### src/common/rssr_pkg.sv
// Package for the reference switch stop and ramp status block.
// Assumes a single 125 MHz clock and an APB register port.
package rssr_pkg;

  // Register word indices (printed offsets not all multiples of four)
  localparam logic [7:0] RSSR_IDX_CFG = 8'h34;
  localparam logic [7:0] RSSR_IDX_STAT = 8'h35;
  localparam logic [7:0] RSSR_IDX_LATCH = 8'h36;
  localparam logic [7:0] RSSR_IDX_IRQ_STAT = 8'h37;
  localparam logic [7:0] RSSR_IDX_IRQ_MASK = 8'h38;
  localparam logic [7:0] RSSR_IDX_CUR_POS = 8'h39;
  localparam logic [7:0] RSSR_IDX_GOAL_POS = 8'h3A;

  // Configuration fields
  localparam int RSSR_CFG_STOP_L = 0;
  localparam int RSSR_CFG_STOP_R = 1;
  localparam int RSSR_CFG_POL_L = 2;
  localparam int RSSR_CFG_POL_R = 3;
  localparam int RSSR_CFG_SWAP = 4;
  localparam int RSSR_CFG_LATCH_L_ACT = 5;
  localparam int RSSR_CFG_LATCH_L_INACT = 6;
  localparam logic [11:0] RSSR_CFG_RESET = 12'h000;
  localparam logic [11:0] RSSR_CFG_WMASK = 12'h07F;

  // Status fields
  localparam int RSSR_ST_LEFT = 0;
  localparam int RSSR_ST_RIGHT = 1;
  localparam int RSSR_ST_LATCH_L = 2;
  localparam int RSSR_ST_POS_REACHED = 9;
  localparam int RSSR_ST_ZEROWAIT = 11;
  localparam int RSSR_ST_SECOND_MOVE = 12;
  localparam int RSSR_ST_STALL = 13;

  // Interrupt event bits
  localparam int RSSR_EV_LATCH = 0;
  localparam int RSSR_EV_REVERSAL = 1;
  localparam int RSSR_EV_STOP = 2;
  localparam logic [2:0] RSSR_EV_RESET = 3'h0;

  localparam logic [31:0] RSSR_POS_RESET = 32'h0000_0000;

  // Switch levels after polarity and swap
  typedef struct packed {
    logic left;
    logic right;
  } rssr_sw_t;

endpackage : rssr_pkg

### src/verilog/rssr_top.sv
// Reference switch stop, position capture and ramp status logic.
// Assumes APB master on clk_i, switch inputs already synchronous.
module rssr_top (
  input wire logic clk_i,
  input wire logic rst_n_i,
  input wire logic psel_i,
  input wire logic penable_i,
  input wire logic pwrite_i,
  input wire logic [31:0] paddr_i,
  input wire logic [31:0] pwdata_i,
  output logic [31:0] prdata_o,
  output logic pready_o,
  output logic pslverr_o,
  input wire logic left_ref_input_i,
  input wire logic right_ref_input_i,
  input wire logic stall_i,
  input wire logic reversal_i,
  input wire logic zerowait_active_i,
  input wire logic [31:0] current_position_i,
  input wire logic [31:0] goal_position_i,
  output logic switch_stop_o,
  output logic irq_o
);

  ////////////////////////////////////////////////////////////////
  // Bus decode
  logic access;
  logic wr;
  logic rd;
  logic [7:0] idx;
  logic mapped;
  assign access = psel_i & penable_i;
  assign wr = access & pwrite_i;
  assign rd = access & ~pwrite_i;
  assign idx = paddr_i[9:2];
  assign pready_o = 1'b1;
  assign mapped = (paddr_i[31:10] == 22'h0) && (paddr_i[1:0] == 2'h0) &&
                  (idx >= rssr_pkg::RSSR_IDX_CFG) && (idx <= rssr_pkg::RSSR_IDX_GOAL_POS);
  assign pslverr_o = access & ~mapped;

  ////////////////////////////////////////////////////////////////
  // Switch conditioning
  logic [11:0] cfg_reg;
  logic [11:0] cfg_next;
  rssr_pkg::rssr_sw_t raw;
  rssr_pkg::rssr_sw_t act;
  // Swap happens before polarity so polarity follows the logical side
  always_comb begin
    raw.left = cfg_reg[rssr_pkg::RSSR_CFG_SWAP] ? right_ref_input_i : left_ref_input_i;
    raw.right = cfg_reg[rssr_pkg::RSSR_CFG_SWAP] ? left_ref_input_i : right_ref_input_i;
    act.left = raw.left ^ cfg_reg[rssr_pkg::RSSR_CFG_POL_L];
    act.right = raw.right ^ cfg_reg[rssr_pkg::RSSR_CFG_POL_R];
  end

  // Stop is a level; releasing the switch lets motion resume
  assign switch_stop_o = (act.left & cfg_reg[rssr_pkg::RSSR_CFG_STOP_L]) |
                         (act.right & cfg_reg[rssr_pkg::RSSR_CFG_STOP_R]);

  ////////////////////////////////////////////////////////////////
  // State: config, previous left level, capture, flags, interrupt events and mask
  logic prev_left_reg;
  logic prev_left_next;
  logic [31:0] capture_reg;
  logic [31:0] capture_next;
  logic latch_flag_reg;
  logic latch_flag_next;
  logic rev_flag_reg;
  logic rev_flag_next;
  logic [2:0] ev_reg;
  logic [2:0] ev_next;
  logic [2:0] mask_reg;
  logic [2:0] mask_next;
  logic [31:0] prdata_reg;
  logic [31:0] prdata_next;
  logic latch_evt;
  logic stat_rd;
  logic [13:0] status;
  logic [2:0] ev_set;

  // Edge detect on the conditioned left level
  always_comb begin
    latch_evt = (act.left & ~prev_left_reg & cfg_reg[rssr_pkg::RSSR_CFG_LATCH_L_ACT]) |
                (~act.left & prev_left_reg & cfg_reg[rssr_pkg::RSSR_CFG_LATCH_L_INACT]);
  end

  assign stat_rd = rd && mapped && (idx == rssr_pkg::RSSR_IDX_STAT);

  // Status word assembly
  always_comb begin
    status = 14'h0000;
    status[rssr_pkg::RSSR_ST_LEFT] = act.left;
    status[rssr_pkg::RSSR_ST_RIGHT] = act.right;
    status[rssr_pkg::RSSR_ST_LATCH_L] = latch_flag_reg;
    status[rssr_pkg::RSSR_ST_POS_REACHED] = (current_position_i == goal_position_i);
    status[rssr_pkg::RSSR_ST_ZEROWAIT] = zerowait_active_i;
    status[rssr_pkg::RSSR_ST_SECOND_MOVE] = rev_flag_reg;
    status[rssr_pkg::RSSR_ST_STALL] = stall_i;
  end

  always_comb begin
    ev_set = 3'h0;
    ev_set[rssr_pkg::RSSR_EV_LATCH] = latch_evt;
    ev_set[rssr_pkg::RSSR_EV_REVERSAL] = reversal_i;
    ev_set[rssr_pkg::RSSR_EV_STOP] = switch_stop_o;
  end

  // Next state; sets are ORed after clears so events are never lost
  always_comb begin
    cfg_next = cfg_reg;
    mask_next = mask_reg;
    ev_next = ev_reg;
    prev_left_next = act.left;
    capture_next = capture_reg;
    latch_flag_next = latch_flag_reg;
    rev_flag_next = rev_flag_reg;
    prdata_next = prdata_reg;
    if (wr && mapped) begin
      if (idx == rssr_pkg::RSSR_IDX_CFG) begin
        cfg_next = pwdata_i[11:0] & rssr_pkg::RSSR_CFG_WMASK;
      end else if (idx == rssr_pkg::RSSR_IDX_IRQ_STAT) begin
        ev_next = ev_reg & ~pwdata_i[2:0];
      end else if (idx == rssr_pkg::RSSR_IDX_IRQ_MASK) begin
        mask_next = pwdata_i[2:0];
      end
    end
    if (stat_rd) begin
      latch_flag_next = 1'b0;
      rev_flag_next = 1'b0;
    end
    if (latch_evt) begin
      capture_next = current_position_i;
      latch_flag_next = 1'b1;
    end
    if (reversal_i) begin
      rev_flag_next = 1'b1;
    end
    ev_next = ev_next | ev_set;
    if (rd && mapped) begin
      if (idx == rssr_pkg::RSSR_IDX_CFG) begin
        prdata_next = {20'h00000, cfg_reg};
      end else if (idx == rssr_pkg::RSSR_IDX_STAT) begin
        prdata_next = {18'h00000, status};
      end else if (idx == rssr_pkg::RSSR_IDX_LATCH) begin
        prdata_next = capture_reg;
      end else if (idx == rssr_pkg::RSSR_IDX_IRQ_STAT) begin
        prdata_next = {29'h00000000, ev_reg};
      end else if (idx == rssr_pkg::RSSR_IDX_IRQ_MASK) begin
        prdata_next = {29'h00000000, mask_reg};
      end else if (idx == rssr_pkg::RSSR_IDX_CUR_POS) begin
        prdata_next = current_position_i;
      end else begin
        prdata_next = goal_position_i;
      end
    end else if (rd) begin
      prdata_next = 32'h00000000;
    end
  end

  // Registers only
  always_ff @(posedge clk_i) begin
    if (!rst_n_i) begin
      cfg_reg <= rssr_pkg::RSSR_CFG_RESET;
      mask_reg <= rssr_pkg::RSSR_EV_RESET;
      ev_reg <= rssr_pkg::RSSR_EV_RESET;
      prev_left_reg <= 1'b0;
      capture_reg <= rssr_pkg::RSSR_POS_RESET;
      latch_flag_reg <= 1'b0;
      rev_flag_reg <= 1'b0;
      prdata_reg <= 32'h00000000;
    end else begin
      cfg_reg <= cfg_next;
      mask_reg <= mask_next;
      ev_reg <= ev_next;
      prev_left_reg <= prev_left_next;
      capture_reg <= capture_next;
      latch_flag_reg <= latch_flag_next;
      rev_flag_reg <= rev_flag_next;
      prdata_reg <= prdata_next;
    end
  end

  // Zero-wait slave: read data must stand in the access cycle itself, so the
  // bus sees the next value; a registered copy would need one wait state and
  // would return the same status; a same-cycle set shows on the next read
  always_comb begin
    prdata_o = prdata_next;
  end

  assign irq_o = |(ev_reg & mask_reg);

  ////////////////////////////////////////////////////////////////
  // Checks
  property p_latch_capture;
    @(posedge clk_i) disable iff (!rst_n_i)
      latch_evt |=> (capture_reg == $past(current_position_i)) && latch_flag_reg;
  endproperty
  a_latch_capture: assert property (p_latch_capture) else $error("capture missed");

  // Edge rebuilt from the pin and its last value, not from the edge register
  property p_act_edge;
    @(posedge clk_i) disable iff (!rst_n_i)
      (cfg_reg[rssr_pkg::RSSR_CFG_LATCH_L_ACT] && !cfg_reg[rssr_pkg::RSSR_CFG_SWAP] && $stable(cfg_reg) &&
       ($past(left_ref_input_i) == cfg_reg[rssr_pkg::RSSR_CFG_POL_L]) &&
       (left_ref_input_i != cfg_reg[rssr_pkg::RSSR_CFG_POL_L])) |-> latch_evt;
  endproperty
  a_act_edge: assert property (p_act_edge) else $error("active edge no latch");

  property p_inact_edge;
    @(posedge clk_i) disable iff (!rst_n_i)
      (cfg_reg[rssr_pkg::RSSR_CFG_LATCH_L_INACT] && !cfg_reg[rssr_pkg::RSSR_CFG_SWAP] && $stable(cfg_reg) &&
       ($past(left_ref_input_i) != cfg_reg[rssr_pkg::RSSR_CFG_POL_L]) &&
       (left_ref_input_i == cfg_reg[rssr_pkg::RSSR_CFG_POL_L])) |-> latch_evt;
  endproperty
  a_inact_edge: assert property (p_inact_edge) else $error("inactive edge no latch");

  property p_no_edge;
    @(posedge clk_i) disable iff (!rst_n_i)
      (!cfg_reg[rssr_pkg::RSSR_CFG_LATCH_L_ACT] && !cfg_reg[rssr_pkg::RSSR_CFG_LATCH_L_INACT]) |-> !latch_evt;
  endproperty
  a_no_edge: assert property (p_no_edge) else $error("latch while disabled");

  property p_stop_left;
    @(posedge clk_i) disable iff (!rst_n_i)
      (cfg_reg[rssr_pkg::RSSR_CFG_STOP_L] && !cfg_reg[rssr_pkg::RSSR_CFG_SWAP] &&
       (left_ref_input_i != cfg_reg[rssr_pkg::RSSR_CFG_POL_L])) |-> switch_stop_o;
  endproperty
  a_stop_left: assert property (p_stop_left) else $error("left stop missing");

  property p_stop_right_swap;
    @(posedge clk_i) disable iff (!rst_n_i)
      (cfg_reg[rssr_pkg::RSSR_CFG_STOP_R] && cfg_reg[rssr_pkg::RSSR_CFG_SWAP] &&
       (left_ref_input_i != cfg_reg[rssr_pkg::RSSR_CFG_POL_R])) |-> switch_stop_o;
  endproperty
  a_stop_right_swap: assert property (p_stop_right_swap) else $error("swap stop missing");

  property p_release;
    @(posedge clk_i) disable iff (!rst_n_i)
      (!act.left && !act.right) |-> !switch_stop_o;
  endproperty
  a_release: assert property (p_release) else $error("stop without switch");

  property p_rev_sticky;
    @(posedge clk_i) disable iff (!rst_n_i)
      reversal_i |=> rev_flag_reg;
  endproperty
  a_rev_sticky: assert property (p_rev_sticky) else $error("reversal lost");

  property p_read_clear;
    @(posedge clk_i) disable iff (!rst_n_i)
      (stat_rd && !reversal_i) |=> !rev_flag_reg;
  endproperty
  a_read_clear: assert property (p_read_clear) else $error("reversal not cleared");

  property p_pos_match;
    @(posedge clk_i) disable iff (!rst_n_i)
      (current_position_i == goal_position_i) |-> status[rssr_pkg::RSSR_ST_POS_REACHED];
  endproperty
  a_pos_match: assert property (p_pos_match) else $error("position flag wrong");

endmodule : rssr_top
### config.mk
export PLATFORM = sky130hd
export DESIGN_NAME = rssr_top
export DESIGN_NICKNAME = d
export VERILOG_FILES = /design/src/common/rssr_pkg.sv /design/src/verilog/rssr_top.sv
export SDC_FILE = /design/constraint.sdc
export NUM_CORES = 1
export LEC_CHECK = 0
export BUFFER_PORTS_ARGS = -buffer_cell sky130_fd_sc_hd__buf_2
export CAP_MARGIN = 20
export CORE_ASPECT_RATIO = 1.5
export CORE_MARGIN = 2
export CORE_UTILIZATION = 35
export DETAILED_ROUTE_END_ITERATION = 8
export PLACE_DENSITY = 0.56
export SYNTH_ARGS = -nofsm -noshare
export SYNTH_HDL_FRONTEND = slang
export SYNTH_SLANG_ARGS = --single-unit
### constraint.sdc
create_clock -name clk_i -period 5.4 [get_ports clk_i]
set_clock_uncertainty 0.2 [all_clocks]
set_input_delay 1.08 -clock clk_i [delete_from_list [all_inputs] [get_ports clk_i]]
set_output_delay 1.08 -clock clk_i [all_outputs]
set_load 0.02 [all_outputs]
### Yosys cells after proc, flatten, opt, wreduce, memory -nomap -nowiden

Cells that the tools add are included.

| storage, ports and cells | value |
|---|---|
| register bits after elaboration | 80 |
| latch bits | 0 |
| bits in writable memories | 0 |
| memory bits (read-only) | 0 |
| input bits | 138 |
| output and inout port bits | 36 |
| word-level logic and storage cells | 70 |
| memories kept | 0 |

| cells by class | value |
|---|---|
| add/sub/neg operators | 0 |
| multiply operators | 0 |
| divide/modulo/power cells | 0 |
| order comparisons | 2 |
| equal/unequal tests | 7 |
| shift-type cells | 0 |
| muxes and demuxes | 16 |
| bitwise operators | 24 |
| reductions and logical operators | 13 |

Operators by type and width:

| cell | number |
|---|---|
| $mux W32 | 8 |
| $eq A8 B6 Y1 const B | 6 |
| $eq A32 B32 Y1 | 1 |
| $logic_not A22 Y1 | 1 |
| $and A1 B1 Y1 | 10 |
| $mux W3 | 3 |
| $ge A8 B6 Y1 const B | 1 |
| $le A8 B6 Y1 const B | 1 |
| $and A3 B3 Y3 | 2 |
| $logic_and A1 B1 Y1 | 6 |
| $not A1 Y1 | 6 |
| $mux W1 | 5 |
| $reduce_and A4 Y1 | 1 |
| $reduce_bool A2 Y1 | 2 |
| $not A3 Y3 | 1 |
| $or A3 B3 Y3 | 1 |
| $reduce_or A3 Y1 | 1 |
| $logic_not A2 Y1 | 1 |
| $or A1 B1 Y1 | 2 |
| $reduce_and A2 Y1 | 1 |
| $xor A1 B1 Y1 | 2 |

### Logic depth before layout (Yosys ltp)

| logic depth | value |
|---|---|
| depth in word-level cells | 8 |
| depth in mapped cells | 8 |
| mapped depth without buffers | 5 |

### Least setup slack after synthesis

Ideal clock, no wire load.

| timing | value |
|---|---|
| path type | input-to-output |
| from | input port paddr_i[9] |
| to | output port prdata_o[11] |
| arrival time | 2,727 ps |
| data required time | 4,120 ps |
| path slack | 1,393 ps |
| stages | 8 |
| buffers on the path | 3 |
| cells stage by stage | nor4bb_1 > buf_2 > buf_4 > clkbuf_1 > nand3_1 > a21oi_1 > o22ai_1 > o21ai_0 |

| on the way | value |
|---|---|
| cells in the longest elaborated chain, start to end | 8 |
| elaborated cells between the ends (all ways) | 18 |
| those cells by class | 2 x order compare; 6 x eq/ne; 7 x mux; 3 x reduce/logical |

RTL lines:

| element | RTL line | RTL |
|---|---|---|
| start, declared | rssr_top.sv:9 | `input wire logic [31:0] paddr_i,` |
| $eq A8 B6 Y1 | rssr_top.sv:149 | `end else if (idx == rssr_pkg::RSSR_IDX_CUR_POS) begin` |
| $mux W32 | rssr_top.sv:149 |  |
| $mux W32 | rssr_top.sv:147 | `end else if (idx == rssr_pkg::RSSR_IDX_IRQ_MASK) begin` |
| $mux W32 | rssr_top.sv:145 | `end else if (idx == rssr_pkg::RSSR_IDX_IRQ_STAT) begin` |
| $mux W32 | rssr_top.sv:143 | `end else if (idx == rssr_pkg::RSSR_IDX_LATCH) begin` |
| $mux W32 | rssr_top.sv:141 | `end else if (idx == rssr_pkg::RSSR_IDX_STAT) begin` |
| $mux W32 | rssr_top.sv:139 | `if (idx == rssr_pkg::RSSR_IDX_CFG) begin` |
| $mux W32 (*) | rssr_top.sv:138 | `if (rd && mapped) begin` |
| end, declared | rssr_top.sv:11 | `output logic [31:0] prdata_o,` |

Mark *: on every way between the ends. The rest lies on a longest branch, timed or not.

### Worst setup path after layout

| timing | value |
|---|---|
| from | input port paddr_i[3] |
| to | output port prdata_o[13] |

The elaborated chain is that of the path after synthesis.

==> results_dict.tcl <==
set metrics [dict create \
    pin_count 174 \
    critical_path.slowest_cell "a21oi_4" \
    place_hpwl_um 12200 \
    rsz0062_at_grt "no" \
    postSynth.asyncResetShare_pct 0 \
    grt_use_total_pct 22.1 \
    ff2ff_path_depth 5 \
    gp_congestion 0.845 \
    cap_violations 0 \
    postLayoutSetupSlackWorst_ns 0.828 \
    grt_pass1_wl_um 26100 \
    cts_root_buffer "clkbuf_16" \
    drt_iter0_drc 246 \
    fillCellCount 1472 \
    min_period_ns 4.57 \
    cp_common_cell "buf_2" \
    clk_pin_slew_ns 0.06 \
    worst-setup-path-type "in2out" \
    met1_length_um 6630 \
    htreeDepth 3 \
    worstPathMaxFanout 25 \
    initial_core_util_pct 35.6 \
    cp-startpoint "paddr_i[3]" \
    vias 5136 \
    synth_top_area_cell "dfxtp_1" \
    nNetsFinal 909 \
    clock-sinks 80 \
    report.final.slew_viol_count 0 \
    routed.top_layer "met4" \
    tightest_slew_ns 0.778 \
    path_buf_inv 2 \
    num_antenna_cells 0 \
    fmax_mhz 219 \
    synthFlopType "dfxtp_1" \
    ant_nets 0 \
    cp.required_ns 4.12 \
    r2r-end "capture_reg[0]$_SDFFE_PN0P_" \
    dieArea_um2 15200 \
    synth_commonest_cells "nand2_1 (147), dfxtp_1 (80), a21boi_0 (52)" \
    peakVddDrop_v 0.000122 \
    design.core.area_um2 14000 \
    ys_seq_elements 80 \
    slew_headroom_pct 47.7 \
    rows 53 \
    clock_path_buffers 2 \
    synthesis.area_um2 4980 \
    drc 0 \
    period_share_pct 84.7 \
    synth_fp_nets 786 \
    die_w_um 101 \
    yosysSeqAreaShare_pct 32.2 \
    worstSkewPairLatency_ns 0.34 \
    r2r_slack_ns 2.83 \
    grt_overflow 0 \
    postCtsResizedCells 0 \
    whs_ns 0.248 \
    post-place-ws_ns 0.826 \
    ys_types 62 \
    holdBufCountCts 0 \
    antenna_found_initial 0 \
    syn2layout_area_growth_pct 24.2 \
    hold_viol 0 \
    crit_end "prdata_o[13]" \
    setup_viol 0 \
    met2_length_um 8750 \
    critPathTopFamily "compound AO/OA/AOI/OAI gates" \
    grt_max_degree 48 \
    postSynthCellCount 648 \
    yosysMostFrequentCell "nand2_1" \
    die_h_um 150 \
    hp-class "reg2reg" \
    port_buffers 147 \
    worstPathArrival_ns 3.29 \
    crit_cells 7 \
    p_leak_nw 2.52 \
    cts_tree "yes" \
    fin_setup_tns_ns 0 \
    synth-edff-count 0 \
    syn_area_per_cell_um2 7.68 \
    fin_util_pct 44.2 \
    grt_pass1_vias 5121 \
    worstSetupEndpointType "primary output" \
    numCtsBuffers 9 \
    yosysWarnings 0 \
    reg2reg_from "cfg_reg[4]$_SDFFE_PN0P_" \
    cts_setup_buffers 0 \
    drt_first_pass_iters 6 \
    avgRoutedWirePerCell_um 17.1 \
    powerDensity_nw_per_um2 223 \
    crit_chain "buf_2 > or4b_4 > a21oi_4 > a21oi_1 > o22ai_1 > o21ai_0 > buf_2" \
    status "finished, final reports clean" \
    layout-drive-gt1-share_pct 25.4 \
    critPathMaxStageDelay_ns 0.64 \
    viasPerCell 5.31 \
    start_kind "input pin" \
    yosys-top-cells-area "dfxtp_1 (32%), nand2_1 (11%), a21boi_0 (7.8%), xnor2_1 (6.0%), o21ai_0 (4.5%)" \
    yosysTopAreaCellShare_pct 32.2 \
    wl_um 16600 \
    wl_met3_um 721 \
]
==> worst min path at each step <==
stage / from / endpoint / depth (start not counted)
2_1_floorplan: capture_reg[14]$_SDFFE_PN0P_ / capture_reg[14]$_SDFFE_PN0P_ / 2
3_3_place_gp: capture_reg[15]$_SDFFE_PN0P_ / capture_reg[15]$_SDFFE_PN0P_ / 2
3_5_place_dp: capture_reg[16]$_SDFFE_PN0P_ / capture_reg[16]$_SDFFE_PN0P_ / 2
4_1_cts: capture_reg[16]$_SDFFE_PN0P_ / capture_reg[16]$_SDFFE_PN0P_ / 2
5_1_grt: capture_reg[14]$_SDFFE_PN0P_ / capture_reg[14]$_SDFFE_PN0P_ / 2
6_report: capture_reg[16]$_SDFFE_PN0P_ / capture_reg[16]$_SDFFE_PN0P_ / 2
==> cells by family (layout without fill, tap and decap cells) <==
group	Yosys count	count (layout)	share of synthesized area, %
AOI/OAI and AO/OA	186	186	24.5
muxes	17	17	3.47
xor gates and xnor gates	34	34	5.98
buffers and inverters	53	181	4.65
DFF	80	80	32.2
other	1	1	0.0753
and+or+nand+nor	277	277	29.1
==> worst reg2reg max path: stages (launching register included) <==
cell and delay [ns]:
dfxtp_1 0.41, mux2i_1 0.11, xnor2_1 0.63, mux2_2 0.79, nand2_1 0.13, a21boi_0 0.21
==> cells in the final DEF (no fill, tap or decap), types with 13 or more instances in the layout <==
| cell | Yosys | routed |
|---|---|---|
| o21ai_1 | 13 | 13 |
| xnor2_1 | 34 | 34 |
| dfxtp_1 | 80 | 80 |
| o21ai_0 | 45 | 45 |
| a21boi_0 | 52 | 52 |
| mux2i_1 | 15 | 14 |
| nand2_1 | 147 | 147 |
| buf_2 | 15 | 147 |
| nand3_1 | 33 | 33 |
| nor2_1 | 13 | 13 |
| a21oi_1 | 31 | 31 |
| and2_1 | 22 | 22 |
==> power breakdown <==
| group | leakage, nW | internal (W) | switching [W] |
|---|---|---|---|
| logic | 1.73 | 0.0000772 | 0.000101 |
| clock network | 0.138 | 0.000351 | 0.000256 |
| registers | 0.645 | 0.000591 | 0.000000916 |
| total | 2.52 | 0.00102 | 0.000358 |
==> final cells by class <==
cell class              instances  area, µm²  area share, %
repair buffers                158        831           13.4
multi-input cells             515       3190           51.6
well taps                     192        240           3.89
clock buffers                  13        270           4.37
inverters                       7       26.3          0.425
clock inverters                 3       23.8          0.385
flip-flops and latches         80       1600           25.9
==> metal layers <==
| layer | vias to the layer above | global-route usage, % |
|---|---|---|
| li1 | 2514 | - |
| met1 | 2428 | 26.6 |
| met2 | 163 | 39.5 |
| met3 | 31 | 2.94 |
| met4 | 0 | 8.11 |
| met5 | - | 0 |
==> through the flow <==
step / instance area (µm²) / total power [W] / instances
2_1_floorplan: 4980 / 0.000693 / 648
3_3_place_gp: 5870 / 0.000781 / 951
3_5_place_dp: 5870 / 0.000783 / 951
4_1_cts: 6160 / 0.00139 / 967
5_1_grt: 6180 / 0.00143 / 968
6_report: 6180 / 0.00138 / 968
No activity file was read; power rests on OpenSTA's default activity.
